**config.mk**
```make
export PLATFORM = sky130hd
export DESIGN_NAME = atc_ctrl
export DESIGN_NICKNAME = d
export VERILOG_FILES = /design/src/inc/atc_pkg.sv /design/src/design/atc_ctrl.sv
export SDC_FILE = /design/constraint.sdc
export NUM_CORES = 1
export LEC_CHECK = 0
export BUFFER_PORTS_ARGS = -buffer_cell sky130_fd_sc_hd__buf_2
export CAP_MARGIN = 20
export CORE_MARGIN = 1
export CORE_UTILIZATION = 58
export CTS_BUF_LIST = sky130_fd_sc_hd__clkbuf_2 sky130_fd_sc_hd__clkbuf_4 sky130_fd_sc_hd__clkbuf_8
export CTS_CLUSTER_DIAMETER = 60
export DETAILED_ROUTE_END_ITERATION = 12
export GPL_ROUTABILITY_DRIVEN = 0
export PLACE_DENSITY = 0.77
export SYNTH_ARGS = -nofsm -noshare
export SYNTH_HDL_FRONTEND = slang
export SYNTH_SLANG_ARGS = --single-unit
```
**constraint.sdc**
```tcl
create_clock -name clk -period 27.1 [get_ports clk]
set_clock_uncertainty 0.15 [all_clocks]
set_input_delay 1.355 -clock clk [delete_from_list [all_inputs] [get_ports clk]]
set_output_delay 1.355 -clock clk [all_outputs]
set_load 0.05 [all_outputs]
```
**src/inc/atc_pkg.sv**
```systemverilog
// Constants, register map and carrier types of the threshold-compare converter controller.
// Assumes a single 200 MHz clock and a word-indexed register port.
package atc_pkg;

  // ==========================================================================
  // Widths and timing
  localparam int unsigned ATC_RES_W       = 10;   // Conversion result width
  localparam int unsigned ATC_NUM_CH      = 24;   // Analog input channels
  localparam int unsigned ATC_CH_W        = 5;    // Channel index width
  localparam int unsigned ATC_ADDR_W      = 8;    // Register index width
  localparam int unsigned ATC_DATA_W      = 32;   // Register data width
  localparam int unsigned ATC_CNT_W       = 16;   // Conversion cycle counter width
  localparam int unsigned ATC_CLK_NS      = 5;    // Clock period
  localparam int unsigned ATC_CONV_NS     = 1000; // Conversion time, plain default
  localparam int unsigned ATC_CONV_CYCLES = (ATC_CONV_NS + ATC_CLK_NS - 1) / ATC_CLK_NS;

  // ==========================================================================
  // Register indices
  localparam logic [7:0] ATC_REG_MODE0   = 8'h00; // converter_mode_reg0
  localparam logic [7:0] ATC_REG_CHSEL   = 8'h01; // channel_select_reg
  localparam logic [7:0] ATC_REG_PFMODE  = 8'h02; // pf_compare_mode_reg
  localparam logic [7:0] ATC_REG_PFTHR   = 8'h03; // pf_threshold_reg
  localparam logic [7:0] ATC_REG_STATUS  = 8'h04; // conversion_irq_flag, write 1 clears
  localparam logic [7:0] ATC_REG_RESBASE = 8'h10; // channel_result_reg 0 onward

  // ==========================================================================
  // Field positions
  localparam int unsigned ATC_M0_CE   = 0; // convert_enable
  localparam int unsigned ATC_M0_PS   = 1; // converter_power
  localparam int unsigned ATC_M0_MD   = 2; // Mode, two bits
  localparam int unsigned ATC_M0_HW   = 4; // Hardware trigger mode
  localparam int unsigned ATC_M0_BUSY = 5; // Conversion in progress, read only
  localparam int unsigned ATC_PF_EN   = 0; // pf_compare_enable
  localparam int unsigned ATC_PF_COND = 1; // pf_condition_select
  localparam int unsigned ATC_ST_FLAG = 0; // conversion_irq_flag

  // ==========================================================================
  // Modes: bit 0 is scan, bit 1 is one-shot
  typedef enum logic [1:0] {
    ATC_MD_CONT_SEL = 2'h0,
    ATC_MD_CONT_SCN = 2'h1,
    ATC_MD_ONE_SEL  = 2'h2,
    ATC_MD_ONE_SCN  = 2'h3
  } atc_mode_e;

  // Sequencer states, Gray along idle, convert, wait
  typedef enum logic [1:0] {
    ATC_ST_IDLE = 2'b00,
    ATC_ST_CONV = 2'b01,
    ATC_ST_WAIT = 2'b11
  } atc_state_e;

  // Register port carrier
  typedef struct packed {
    logic [ATC_ADDR_W-1:0] addr;
    logic [ATC_DATA_W-1:0] wdata;
    logic                  we;
    logic                  re;
  } atc_bus_s;

  // Reset values
  localparam logic [ATC_CH_W-1:0]  ATC_CHSEL_RST = 5'h00;
  localparam logic [ATC_RES_W-1:0] ATC_THR_RST   = 10'h000;

endpackage : atc_pkg

```
**src/design/atc_ctrl.sv**
```systemverilog
// Sequencer, threshold compare and register file of the converter controller.
// Assumes the analog front end presents a stable result for adc_channel
// at the end of each conversion window, on the same clock.
`timescale 1ns/1ps

module atc_ctrl
  import atc_pkg::*;
#(
  parameter int unsigned CONV_CYCLES = ATC_CONV_CYCLES // Cycles per conversion
) (
  input  wire logic                  clk,
  input  wire logic                  sys_rst,
  input  wire atc_bus_s              bus,
  output logic [ATC_DATA_W-1:0]      reg_rdata,
  input  wire logic [ATC_RES_W-1:0]  adc_data,
  input  wire logic                  hw_trigger,
  output logic [ATC_CH_W-1:0]        adc_channel,
  output logic                       adc_sampling,
  output logic                       conversion_end_irq,
  output logic                       conversion_irq_flag,
  output logic                       power_down
);

  // ==========================================================================
  // State
  // All stored state sits in this one record.
  // Next-state logic reads s_q and writes s_d only.
  // Results are flops, not a memory macro:
  // any channel can be read while another is stored.
  // Settings change only by register writes,
  // except ce, which one-shot modes drop.
  // The result array dominates the flop count.
  typedef struct packed {
    atc_state_e                           st;       // Sequencer state
    logic                                 ce;       // convert_enable
    logic                                 ps;       // converter_power
    atc_mode_e                            md;       // Operating mode
    logic                                 hw;       // Hardware trigger mode
    logic [ATC_CH_W-1:0]                  chsel;    // Last channel or selected one
    logic                                 pf_en;    // Compare enable
    logic                                 pf_cond;  // 0 equal, 1 less than
    logic [ATC_RES_W-1:0]                 thr;      // Threshold
    logic                                 flag;     // Sticky completion flag
    logic                                 irq;      // One-cycle interrupt pulse
    logic                                 hit;      // Channel 0 verdict of this scan
    logic [ATC_CH_W-1:0]                  cur;      // Channel being converted
    logic [ATC_CNT_W-1:0]                 cnt;      // Cycles into conversion
    logic [ATC_NUM_CH-1:0][ATC_RES_W-1:0] res;      // Result registers
    logic [ATC_DATA_W-1:0]                rdata;    // Read data, one cycle after strobe
    logic                                 trg_s1;   // Trigger synchroniser, first stage
    logic                                 trg_s2;   // Trigger synchroniser, second stage
    logic                                 trg_s3;   // Edge detector history
  } atc_state_s;

  // Counter end point and highest channel, sized to their fields.
  // CONV_CYCLES must be at least 1 and fit the counter.
  // A longer window changes no other timing.
  localparam logic [ATC_CNT_W-1:0] CNT_LAST = ATC_CNT_W'(CONV_CYCLES - 1);
  localparam logic [ATC_CH_W-1:0]  CH_MAX   = ATC_CH_W'(ATC_NUM_CH - 1);

  atc_state_s s_q;
  atc_state_s s_d;

  // Combinational helpers of the next-state process.
  // None is stored; each is recomputed every cycle.
  // wr_ch is the raw low bits; saturation is at the write.
  logic                  cfg_wr;   // Write to mode, select or compare registers
  logic                  trg_edge; // Accepted rising edge of the trigger
  logic                  cmp;      // Compare verdict of the present result
  logic                  scan;     // Scan mode
  logic                  last;     // Present channel ends the sequence
  logic                  verdict;  // Interrupt decision for this completion
  logic [ATC_CH_W-1:0]   wr_ch;    // Raw channel select write value, clamped at the write
  logic [ATC_ADDR_W-1:0] res_idx;  // Result index of a read address

  // ==========================================================================
  // Next state
  // All decisions live here so one always_ff registers the whole copy.
  // Writes are applied first, then the sequencer sees the new copy,
  // so a write and a completion in one cycle meet in one place.
  // The read mux looks only at s_q: a read shows pre-write values.
  // Helpers get values at the top, so no path leaves them open.
  // s_d starts as a copy of s_q, so untouched fields hold.
  // The interrupt pulse and read data default to zero each cycle.
  // Nothing here depends on the order of the case items.
  always_comb begin
    s_d      = s_q;
    s_d.irq  = 1'b0;
    s_d.rdata = '0;
    cfg_wr   = bus.we && (bus.addr <= ATC_REG_PFTHR);
    trg_edge = s_q.trg_s2 && !s_q.trg_s3;
    wr_ch    = bus.wdata[ATC_CH_W-1:0];
    res_idx  = bus.addr - ATC_REG_RESBASE;
    cmp      = 1'b0;
    scan     = 1'b0;
    last     = 1'b0;
    verdict  = 1'b0;

    // The trigger pin is asynchronous: two stages settle it,
    // a third keeps the last settled level for edge detection.
    // An edge acts only in WAIT or a hardware-mode conversion.
    // Synchroniser: the first stage feeds only the second
    s_d.trg_s1 = hw_trigger;
    s_d.trg_s2 = s_q.trg_s1;
    s_d.trg_s3 = s_q.trg_s2;

    // Mode, select and compare writes are also configuration
    // writes for the sequencer below.
    // Result registers are read only; writes to them are lost.
    // Register writes
    if (bus.we) begin
      if (bus.addr == ATC_REG_MODE0) begin
        s_d.ce = bus.wdata[ATC_M0_CE];
        s_d.ps = bus.wdata[ATC_M0_PS];
        s_d.md = atc_mode_e'(bus.wdata[ATC_M0_MD +: 2]);
        s_d.hw = bus.wdata[ATC_M0_HW];
      end else if (bus.addr == ATC_REG_CHSEL) begin
        // Flag left untouched here on purpose
        s_d.chsel = (wr_ch > CH_MAX) ? CH_MAX : wr_ch;
      end else if (bus.addr == ATC_REG_PFMODE) begin
        s_d.pf_en   = bus.wdata[ATC_PF_EN];
        s_d.pf_cond = bus.wdata[ATC_PF_COND];
      end else if (bus.addr == ATC_REG_PFTHR) begin
        s_d.thr = bus.wdata[ATC_RES_W-1:0];
      end else if (bus.addr == ATC_REG_STATUS) begin
        // Write one clears; a completion below in the same cycle wins
        if (bus.wdata[ATC_ST_FLAG]) begin
          s_d.flag = 1'b0;
        end
      end
    end

    // Compare path: the verdict uses the live front-end data,
    // the very value stored at the same edge.
    // Using the stored copy would cost a cycle and let a
    // threshold write slip in between.
    scan = s_d.md[0];
    // Unsigned, equal width, decided as the result is stored
    if (s_d.pf_cond) begin
      cmp = (adc_data < s_d.thr);
    end else begin
      cmp = (adc_data == s_d.thr);
    end
    // A select sequence is one channel long; a scan ends when
    // the channel just converted reaches the saturated pick.
    last = !scan || (s_q.cur >= s_d.chsel);

    // IDLE waits for enable, WAIT for a hardware trigger,
    // CONV counts one window per channel.
    // CONV priority: enable cleared, configuration write,
    // trigger, completion.
    // A completion beside a configuration write is dropped:
    // the write has already made the sample suspect.
    // In scans the channel 0 verdict waits in hit until the end.
    // Sequencer
    case (s_q.st)
      ATC_ST_IDLE: begin
        if (s_d.ce) begin
          if (s_d.hw) begin
            s_d.st = ATC_ST_WAIT;
          end else begin
            // Setting the enable bit starts at once
            s_d.st  = ATC_ST_CONV;
            s_d.cnt = '0;
            s_d.cur = scan ? '0 : s_d.chsel;
          end
        end
      end
      ATC_ST_WAIT: begin
        if (!s_d.ce) begin
          s_d.st = ATC_ST_IDLE;
        end else if (!s_d.hw) begin
          // Switched to software trigger: start at once
          s_d.st  = ATC_ST_CONV;
          s_d.cnt = '0;
          s_d.cur = scan ? '0 : s_d.chsel;
        end else if (trg_edge) begin
          // Results may be spoilt from here on
          s_d.st  = ATC_ST_CONV;
          s_d.cnt = '0;
          s_d.cur = scan ? '0 : s_d.chsel;
        end
      end
      ATC_ST_CONV: begin
        if (!s_d.ce) begin
          // Enable cleared: stop, no result stored
          s_d.st = ATC_ST_IDLE;
        end else if (cfg_wr && !s_d.hw) begin
          // Abort and restart from the beginning
          s_d.cnt = '0;
          s_d.cur = scan ? '0 : s_d.chsel;
        end else if (cfg_wr) begin
          // Hardware trigger mode goes back to waiting
          s_d.st = ATC_ST_WAIT;
        end else if (trg_edge && s_d.hw) begin
          // Trigger during conversion restarts it
          s_d.cnt = '0;
          s_d.cur = scan ? '0 : s_d.chsel;
        end else if (s_q.cnt >= CNT_LAST) begin
          // Stored whatever the verdict
          s_d.res[s_q.cur] = adc_data;
          if (scan && (s_q.cur == '0)) begin
            s_d.hit = cmp;
          end
          if (!s_d.pf_en) begin
            verdict = 1'b1;
          end else if (scan) begin
            verdict = (s_q.cur == '0) ? cmp : s_q.hit;
          end else begin
            verdict = cmp;
          end
          if (last) begin
            s_d.irq = verdict;
            if (verdict) begin
              s_d.flag = 1'b1;
            end
            if (s_d.md[1]) begin
              // One-shot: stop and drop the enable bit
              s_d.st = ATC_ST_IDLE;
              s_d.ce = 1'b0;
            end else if (s_d.hw) begin
              s_d.st = ATC_ST_WAIT;
            end else begin
              // Continuous: go again while enabled
              s_d.cnt = '0;
              s_d.cur = scan ? '0 : s_d.chsel;
            end
          end else begin
            // Next channel of the scan
            s_d.cnt = '0;
            s_d.cur = s_q.cur + 1'b1;
          end
        end else begin
          s_d.cnt = s_q.cnt + 1'b1;
        end
      end
      default: begin
        s_d.st = ATC_ST_IDLE;
      end
    endcase

    // Read data is registered: it stands in the cycle after the
    // strobe only, then returns to zero.
    // Narrow fields read as zero in the upper bits.
    // Read data, decoded on the old state so the answer shows pre-write values
    if (bus.re) begin
      if (bus.addr == ATC_REG_MODE0) begin
        s_d.rdata[ATC_M0_CE]      = s_q.ce;
        s_d.rdata[ATC_M0_PS]      = s_q.ps;
        s_d.rdata[ATC_M0_MD +: 2] = s_q.md;
        s_d.rdata[ATC_M0_HW]      = s_q.hw;
        s_d.rdata[ATC_M0_BUSY]    = (s_q.st == ATC_ST_CONV);
      end else if (bus.addr == ATC_REG_CHSEL) begin
        s_d.rdata[ATC_CH_W-1:0] = s_q.chsel;
      end else if (bus.addr == ATC_REG_PFMODE) begin
        s_d.rdata[ATC_PF_EN]   = s_q.pf_en;
        s_d.rdata[ATC_PF_COND] = s_q.pf_cond;
      end else if (bus.addr == ATC_REG_PFTHR) begin
        s_d.rdata[ATC_RES_W-1:0] = s_q.thr;
      end else if (bus.addr == ATC_REG_STATUS) begin
        s_d.rdata[ATC_ST_FLAG] = s_q.flag;
      end else if ((bus.addr >= ATC_REG_RESBASE) && (res_idx < ATC_ADDR_W'(ATC_NUM_CH))) begin
        s_d.rdata[ATC_RES_W-1:0] = s_q.res[res_idx[ATC_CH_W-1:0]];
      end
      // Unmapped addresses read as zero
    end
  end

  // ==========================================================================
  // State register
  // The asynchronous reset loads constants only.
  // Field-wise lines after the clear name the reset values,
  // even where they happen to be zero.
  always_ff @(posedge clk or posedge sys_rst) begin
    if (sys_rst) begin
      s_q       <= '0;
      s_q.st    <= ATC_ST_IDLE;
      s_q.md    <= ATC_MD_CONT_SEL;
      s_q.chsel <= ATC_CHSEL_RST;
      s_q.thr   <= ATC_THR_RST;
    end else begin
      s_q <= s_d;
    end
  end

  // ==========================================================================
  // Outputs
  // Each output is a flop or a small decode of flops;
  // nothing from the bus reaches a pin combinationally.
  // The interrupt is one cycle; the flag holds until cleared.
  // adc_channel changes only at a window boundary.
  // power_down decodes the two stored bits, not the bus.
  assign reg_rdata           = s_q.rdata;
  assign adc_channel         = s_q.cur;
  assign adc_sampling        = (s_q.st == ATC_ST_CONV);
  assign conversion_end_irq  = s_q.irq;
  assign conversion_irq_flag = s_q.flag;
  // Both bits clear puts the converter to sleep
  assign power_down          = !s_q.ce && !s_q.ps;

endmodule // atc_ctrl

```
==> flow_summary.ini, run 1 <==
[pwr]
p_leak_nw = 7.944
p_per_area_nw_per_um2 = 59.97
max-vdd-ir-drop_v = 0.00004956

[critical_path]
worst-setup-path-type = primary input to flop
critPathLaunchType = primary input
crit_arrival_ns = 5.65
end_kind = flop
crit_fanout = 12
r2r_cells = 7
cp.required_ns = 27.44

[timing]
setup_violations = 0
fin_setup_tns_ns = 0
maxSlewViolCount = 0
max_freq_mhz = 188.1
min_period_ns = 5.316
worst_slew_pin_slew_ns = 0.9821
rsz0062_at_grt = no
finalHoldViolCount = 0
slew_headroom = 0.3452
finalCritPeriodShare = 0.1962

[placed_design]
dp_cells = 1448
io_buffer_count = 51
placedInstanceArea_um2 = 15360
dp_hpwl_mm = 21.72

[synthesis]
ys.flop_type = dfrtp_1
ys_seq_area_frac = 0.4928
synthArstFlopShare = 1.000
ys_warn_count = 0
synth-seq-cells = 301
synth.distinct_cells = 87
synthesis.area_um2 = 15280
synthCells = 1156
avgSynthCellArea_um2 = 13.22
synth_edf_count = 0

[cts]
cts_sinks = 301
cts_resized = 0
hold_buffers = 0
cts_tree = yes
postCtsSetupBuffers = 0
clk_pin_slew_worst_paths_ns = 0.06
cts_max_level = 2
insertion_delay_ns = 0.58
cts_made_buffers = 49
clockBufferDepth = 3
cts_root_buf = clkbuf_8

[detailed_routing]
drt_iter0_markers = 960
vias = 9701
drc = 0
ant_nets = 0
wl_per_cell_um = 22.27
totalWireLength_mm = 34.18
firstDrtPassIters = 6
viasPerCell = 6.320

[floorplan]
rows = 59
start_util = 0.5882
die-height_um = 164.3
coreArea_um2 = 25980
die_area_um2 = 27000
die_width_um = 164.3
pin_count = 96

[global_route]
grt_max_degree = 179
globalRouteOverflowTotal = 0
track_usage = 0.2670
antenna_found_initial = 0
grtUsageMet2 = 0.4187
grt_util_met1 = 0.3783
grt_pass1_vias = 9618
busiest_layer = met2
grt_pass1_wl_mm = 54.34
use_met3 = 0.05227

[layout]
antenna_cells = 0
final_util = 0.6313
final_cells = 1535
area_growth_pct = 7.327
design_area_um2 = 16400
nets = 1241
drive_gt1_frac = 0.3842

[hold_path]
hp-class = flop to flop
worstHoldPathCells = 0

[job]
cap_violations = 0

[status]
status = finished, final reports clean
[logic make-up (layout without fill, tap and decap cells)]
family | Yosys count | in the layout | synth area share
AND/OR/NAND/NOR | 185 | 185 | 0.06795
other | 1 | 22 | 0.0002454
AO/OA/AOI/OAI | 165 | 165 | 0.07761
adder cells (fa/ha/maj) | 22 | 22 | 0.01801
buffers and inverters | 152 | 175 | 0.05608
XOR/XNOR | 3 | 3 | 0.001720
multiplexers | 327 | 327 | 0.2856
flip-flops | 301 | 301 | 0.4928
[final timing paths]
kind	start	to	slack [ns]
max in group asynchronous	sys_rst	async pin	24.54
min in group asynchronous	sys_rst	async pin	0.80
worst min-delay path	s_d[1]	s_d[0]	0.21
worst max register to register	s_q[275]	flop	23.82
worst min register to register	s_d[1]	s_d[0]	0.21
worst max-delay path	bus[38]	s_q[321]	21.78
[worst max-delay path, stage by stage]
cell and delay, ns:
buf_2 0.16, inv_1 0.29, ha_1 0.30, nor4b_4 0.52, nand4b_1 0.42, mux2i_1 0.44
inv_1 0.13, ha_1 0.29, nor3b_1 0.19, o21ai_0 0.18, a221oi_2 0.77, o31ai_1 0.24
and4_1 0.24, a21oi_1 0.13
[where the power goes]
part           internal, W  switching, W
clock network     0.000229      0.000178
logic            0.0000301     0.0000800
registers         0.000455     0.0000114
[cells in the final DEF, fill, tap and decap left out, types with 10 or more instances in the layout]
master and instances:
mux2_2 224, nor2_1 29, inv_1 30, clkbuf_4 15
a31oi_1 11, nand3_1 38, conb_1 22, buf_2 49
mux2i_1 37, a22oi_1 10, dfrtp_1 301, a21oi_1 22
clkbuf_8 63, mux4_2 64, o21ai_0 47, ha_1 22
nand2_1 43
[synth_stat cells, types with 30 or more instances]
cell type / number / area, um2
mux4_2: 64 / 1441
buf_4: 60 / 450.4
mux2_2: 224 / 2522
clkbuf_1: 31 / 116.4
nand3_1: 38 / 190.2
mux2i_1: 37 / 370.4
inv_1: 31 / 116.4
o21ai_0: 47 / 235.2
nand2_1: 43 / 161.4
nor2_1: 30 / 112.6
dfrtp_1: 301 / 7532
[layout make-up]
class / count / area, um2
fillers: 1939 / 9582
repair buffers: 56 / 310.3
clock inverters: 9 / 58.81
clock buffers: 78 / 979.7
well taps: 335 / 419.2
multi-input cells: 724 / 6975
flip-flops and latches: 301 / 7532
inverters: 32 / 127.6
[through the flow]
step | total power [W] | setup WS [ns] | hold WS [ns]
6_report | 0.0009838 | 21.78 | 0.2085
5_1_grt | 0.001026 | 21.43 | 0.2121
4_1_cts | 0.0009917 | 21.83 | 0.2108
3_5_place_dp | 0.0005836 | 21.20 | 0.1880
3_3_place_gp | 0.0005819 | 21.31 | 0.1946
2_1_floorplan | 0.0005587 | 17.28 | 0.1812
[metal layers]
metal	wire length, um	up-vias	part of all wire
li1	-	4271	-
met3	2135	63	0.062
met1	15050	5025	0.44
met4	711	0	0.021
met5	0	-	0
met2	16280	342	0.48
Note: power is estimated with default switching activity, not from simulation.
==> run 2, diff against run 1 <==
- ABC_AREA: default -> 1
- clock period: 27.1 -> 5.27 ns (I/O delays scaled with it)
==> flow_summary.ini, run 2 <==
[global_route]
grt_pass1_vias = 12040
grt_pass1_wl_mm = 63.36
grt_max_degree = 159
globalRouteOverflowTotal = 0
antenna_found_initial = 0
track_usage = 0.3061

[layout]
regArea_um2 = 7532
area_growth_pct = 8.432
final_common_cell = nand2_1
multiInputGateArea_um2 = 6259
fill_cells = 2121
layout_common_cells = 519 x nand2_1, 301 x dfrtp_1, 168 x o21ai_1
antenna_cells = 0
drive_gt1_frac = 0.1116
nets = 1920

[synthesis]
yosysMostFrequentCell = nand2_1
synth-seq-cells = 301
yosys-top-cells-area = dfrtp_1 50%, nand2_1 13%, o21ai_1 5.6%
synth.distinct_cells = 49
ys_seq_area_frac = 0.5011
synth_largest_area_cell = dfrtp_1
avgSynthCellArea_um2 = 8.187
synth_common_cells = 519 x nand2_1, 301 x dfrtp_1, 168 x o21ai_1
ys.flop_type = dfrtp_1
synthArstFlopShare = 1.000
post-synth-top-area-fraction = 0.5011
synthesis.area_um2 = 15030
synthCells = 1836
ys_warn_count = 0
synth_edf_count = 0

[cts]
cts_resized = 0
postCtsSetupBuffers = 0
clockBufferDepth = 3
cts_tree = yes
cts_made_buffers = 50
cts_max_level = 2
clk_pin_slew_worst_paths_ns = 0.06
cts_sinks = 301
insertion_delay_ns = 0.58
cts_root_buf = clkbuf_8

[critical_path]
path_buf_inv = 6
crit_fanout = 14
worst-setup-path-type = primary input to flop
end_kind = flop
critPathMaxStageDelay_ns = 0.53
timing.critical_path.slowest_stage_cell = dlygate4sd3_1
reg2reg_setup_slack_ns = 1.49
critPathLaunchType = primary input
cp.required_ns = 5.59
crit_arrival_ns = 4.64
crit_chain = dlygate4sd3_1, buf_2, inv_1, ha_1, nand2_1, nor2_1, nand4_1, inv_1, nand2_1, o21ai_0, ha_1, nand2_1, inv_1, o21ai_0, nand3_1, nor2_1, nand2_2, nand2_1, nor2_1, a21oi_1, buf_4, nand2_1, nand2_1, nand2_1
r2r-start = s_q[275]
crit_top_cell = nand2_1
r2r_cells = 12
critPathTopFamily = simple AND/OR/NAND/NOR gates

[floorplan]
die-height_um = 163.0
die_area_um2 = 26560
coreArea_um2 = 25330
pin_count = 96
start_util = 0.5935
rows = 58
die_width_um = 163.0

[timing]
finalCritPeriodShare = 0.8195
min_period_ns = 4.319
slew_headroom = 0.3204
worst_slew_pin_slew_ns = 1.018
fin_setup_tns_ns = 0
hold-worst-slack_ns = 0.05156
finalHoldViolCount = 0
maxSlewViolCount = 0
rsz0062_at_grt = no
max_freq_mhz = 231.6
setup_violations = 0
timing.final.ws_setup_ns = 0.9514

[job]
cap_violations = 0

[hold_path]
hp-class = primary input to flop
min_to = conversion_irq_flag
worstHoldPathCells = 5
hp-start = bus[41]

[status]
status = finished, final reports clean

[detailed_routing]
wl_per_cell_um = 18.09
vias = 12850
drt_iter0_markers = 1657
viasPerCell = 5.810
ant_nets = 0
totalWireLength_mm = 40.01
firstDrtPassIters = 7
drc = 0

[pwr]
max-vdd-ir-drop_v = 0.0002662
p_per_area_nw_per_um2 = 343.1
p_leak_nw = 7.945

[placed_design]
dp_hpwl_mm = 25.75
pre_cts_slack_ns = 1.017
io_buffer_count = 51
-- run 2: cell count changes in the layout (fill, tap and decap cells not counted), moves of 26 or more --
cell	previous run	this run
nand4_1	8	34
nor2_1	29	125
mux2i_1	37	0
nand3_1	38	70
inv_1	30	106
o22ai_1	0	54
o21ai_1	1	168
nand2_1	43	519
mux4_2	64	0
o21ai_0	47	118
mux2_2	224	0
-- run 2: worst max path at each step --
stage	from	endpoint	slack [ns]	cells after the start
CTS	bus[38]	s_q[277]	1.04	24
detailed placement	bus[38]	s_q[277]	1.02	23
floorplan	sys_rst	async pin	0.86	1
global route	bus[38]	s_q[277]	0.59	24
global placement	bus[38]	s_q[279]	1.07	23
finish	bus[38]	s_q[277]	0.95	24
-- run 2: timing repair --
action                                 in CTS  in global routing
endpoints found under the hold margin      46                  0
setup endpoints to repair                   0                  0
hold buffers                               16                  0
-- run 2: metal layers --
layer	global-route usage	wire length, um	vias up
met1	0.4116	17060	6160
met5	0	0	-
met2	0.4843	18560	519
li1	-	-	6087
met4	0.1109	1077	0
met3	0.07054	3310	85
-- run 2: metrics by stage --
step	instances	util	cell area, um2	total power (W)
6_report	2212	0.6436	16300	0.005592
5_1_grt	2212	0.6436	16300	0.005823
3_3_place_gp	2105	0.5944	15050	0.003390
3_5_place_dp	2105	0.5944	15050	0.003411
4_1_cts	2212	0.6436	16300	0.005605
2_1_floorplan	1857	-	15110	0.003201
-- run 2: kinds of logic (layout without fill, tap and decap cells) --
family,after synthesis,count (layout),share of synthesized area
buffers and inverters,266,291,0.08781
and+or+nand+nor,799,799,0.2248
xor gates and xnor gates,8,8,0.004661
AOI/OAI and AO/OA,439,439,0.1631
other,1,22,0.0002495
adders and majority gates,22,22,0.01831
DFF,301,301,0.5011
-- run 2: report_power, final --
group	switching [W]	internal [W]	leakage, nW
clock network	0.000964	0.00123	0.578
logic	0.000711	0.000241	3.24
registers	0.0000865	0.00236	4.12
-- run 2: worst register-to-register path, delay by kind of cell, from the launching register on --
family,cells,cell delay (ns)
adder cells (fa/ha/maj),1,0.19
AO/OA/AOI/OAI,1,0.08
AND/OR/NAND/NOR,8,2.26
flip-flops,1,0.42
buffers and inverters,2,0.50
-- run 2: final cells by class --
cell class                 count  share of cell area
sequential                   301              0.4621
clock inverter                13            0.006909
multi-input combinational   1290              0.3840
tap                          330             0.02533
inverter                     114             0.02694
timing repair buffer          86             0.03500
clock buffer                  78             0.05972
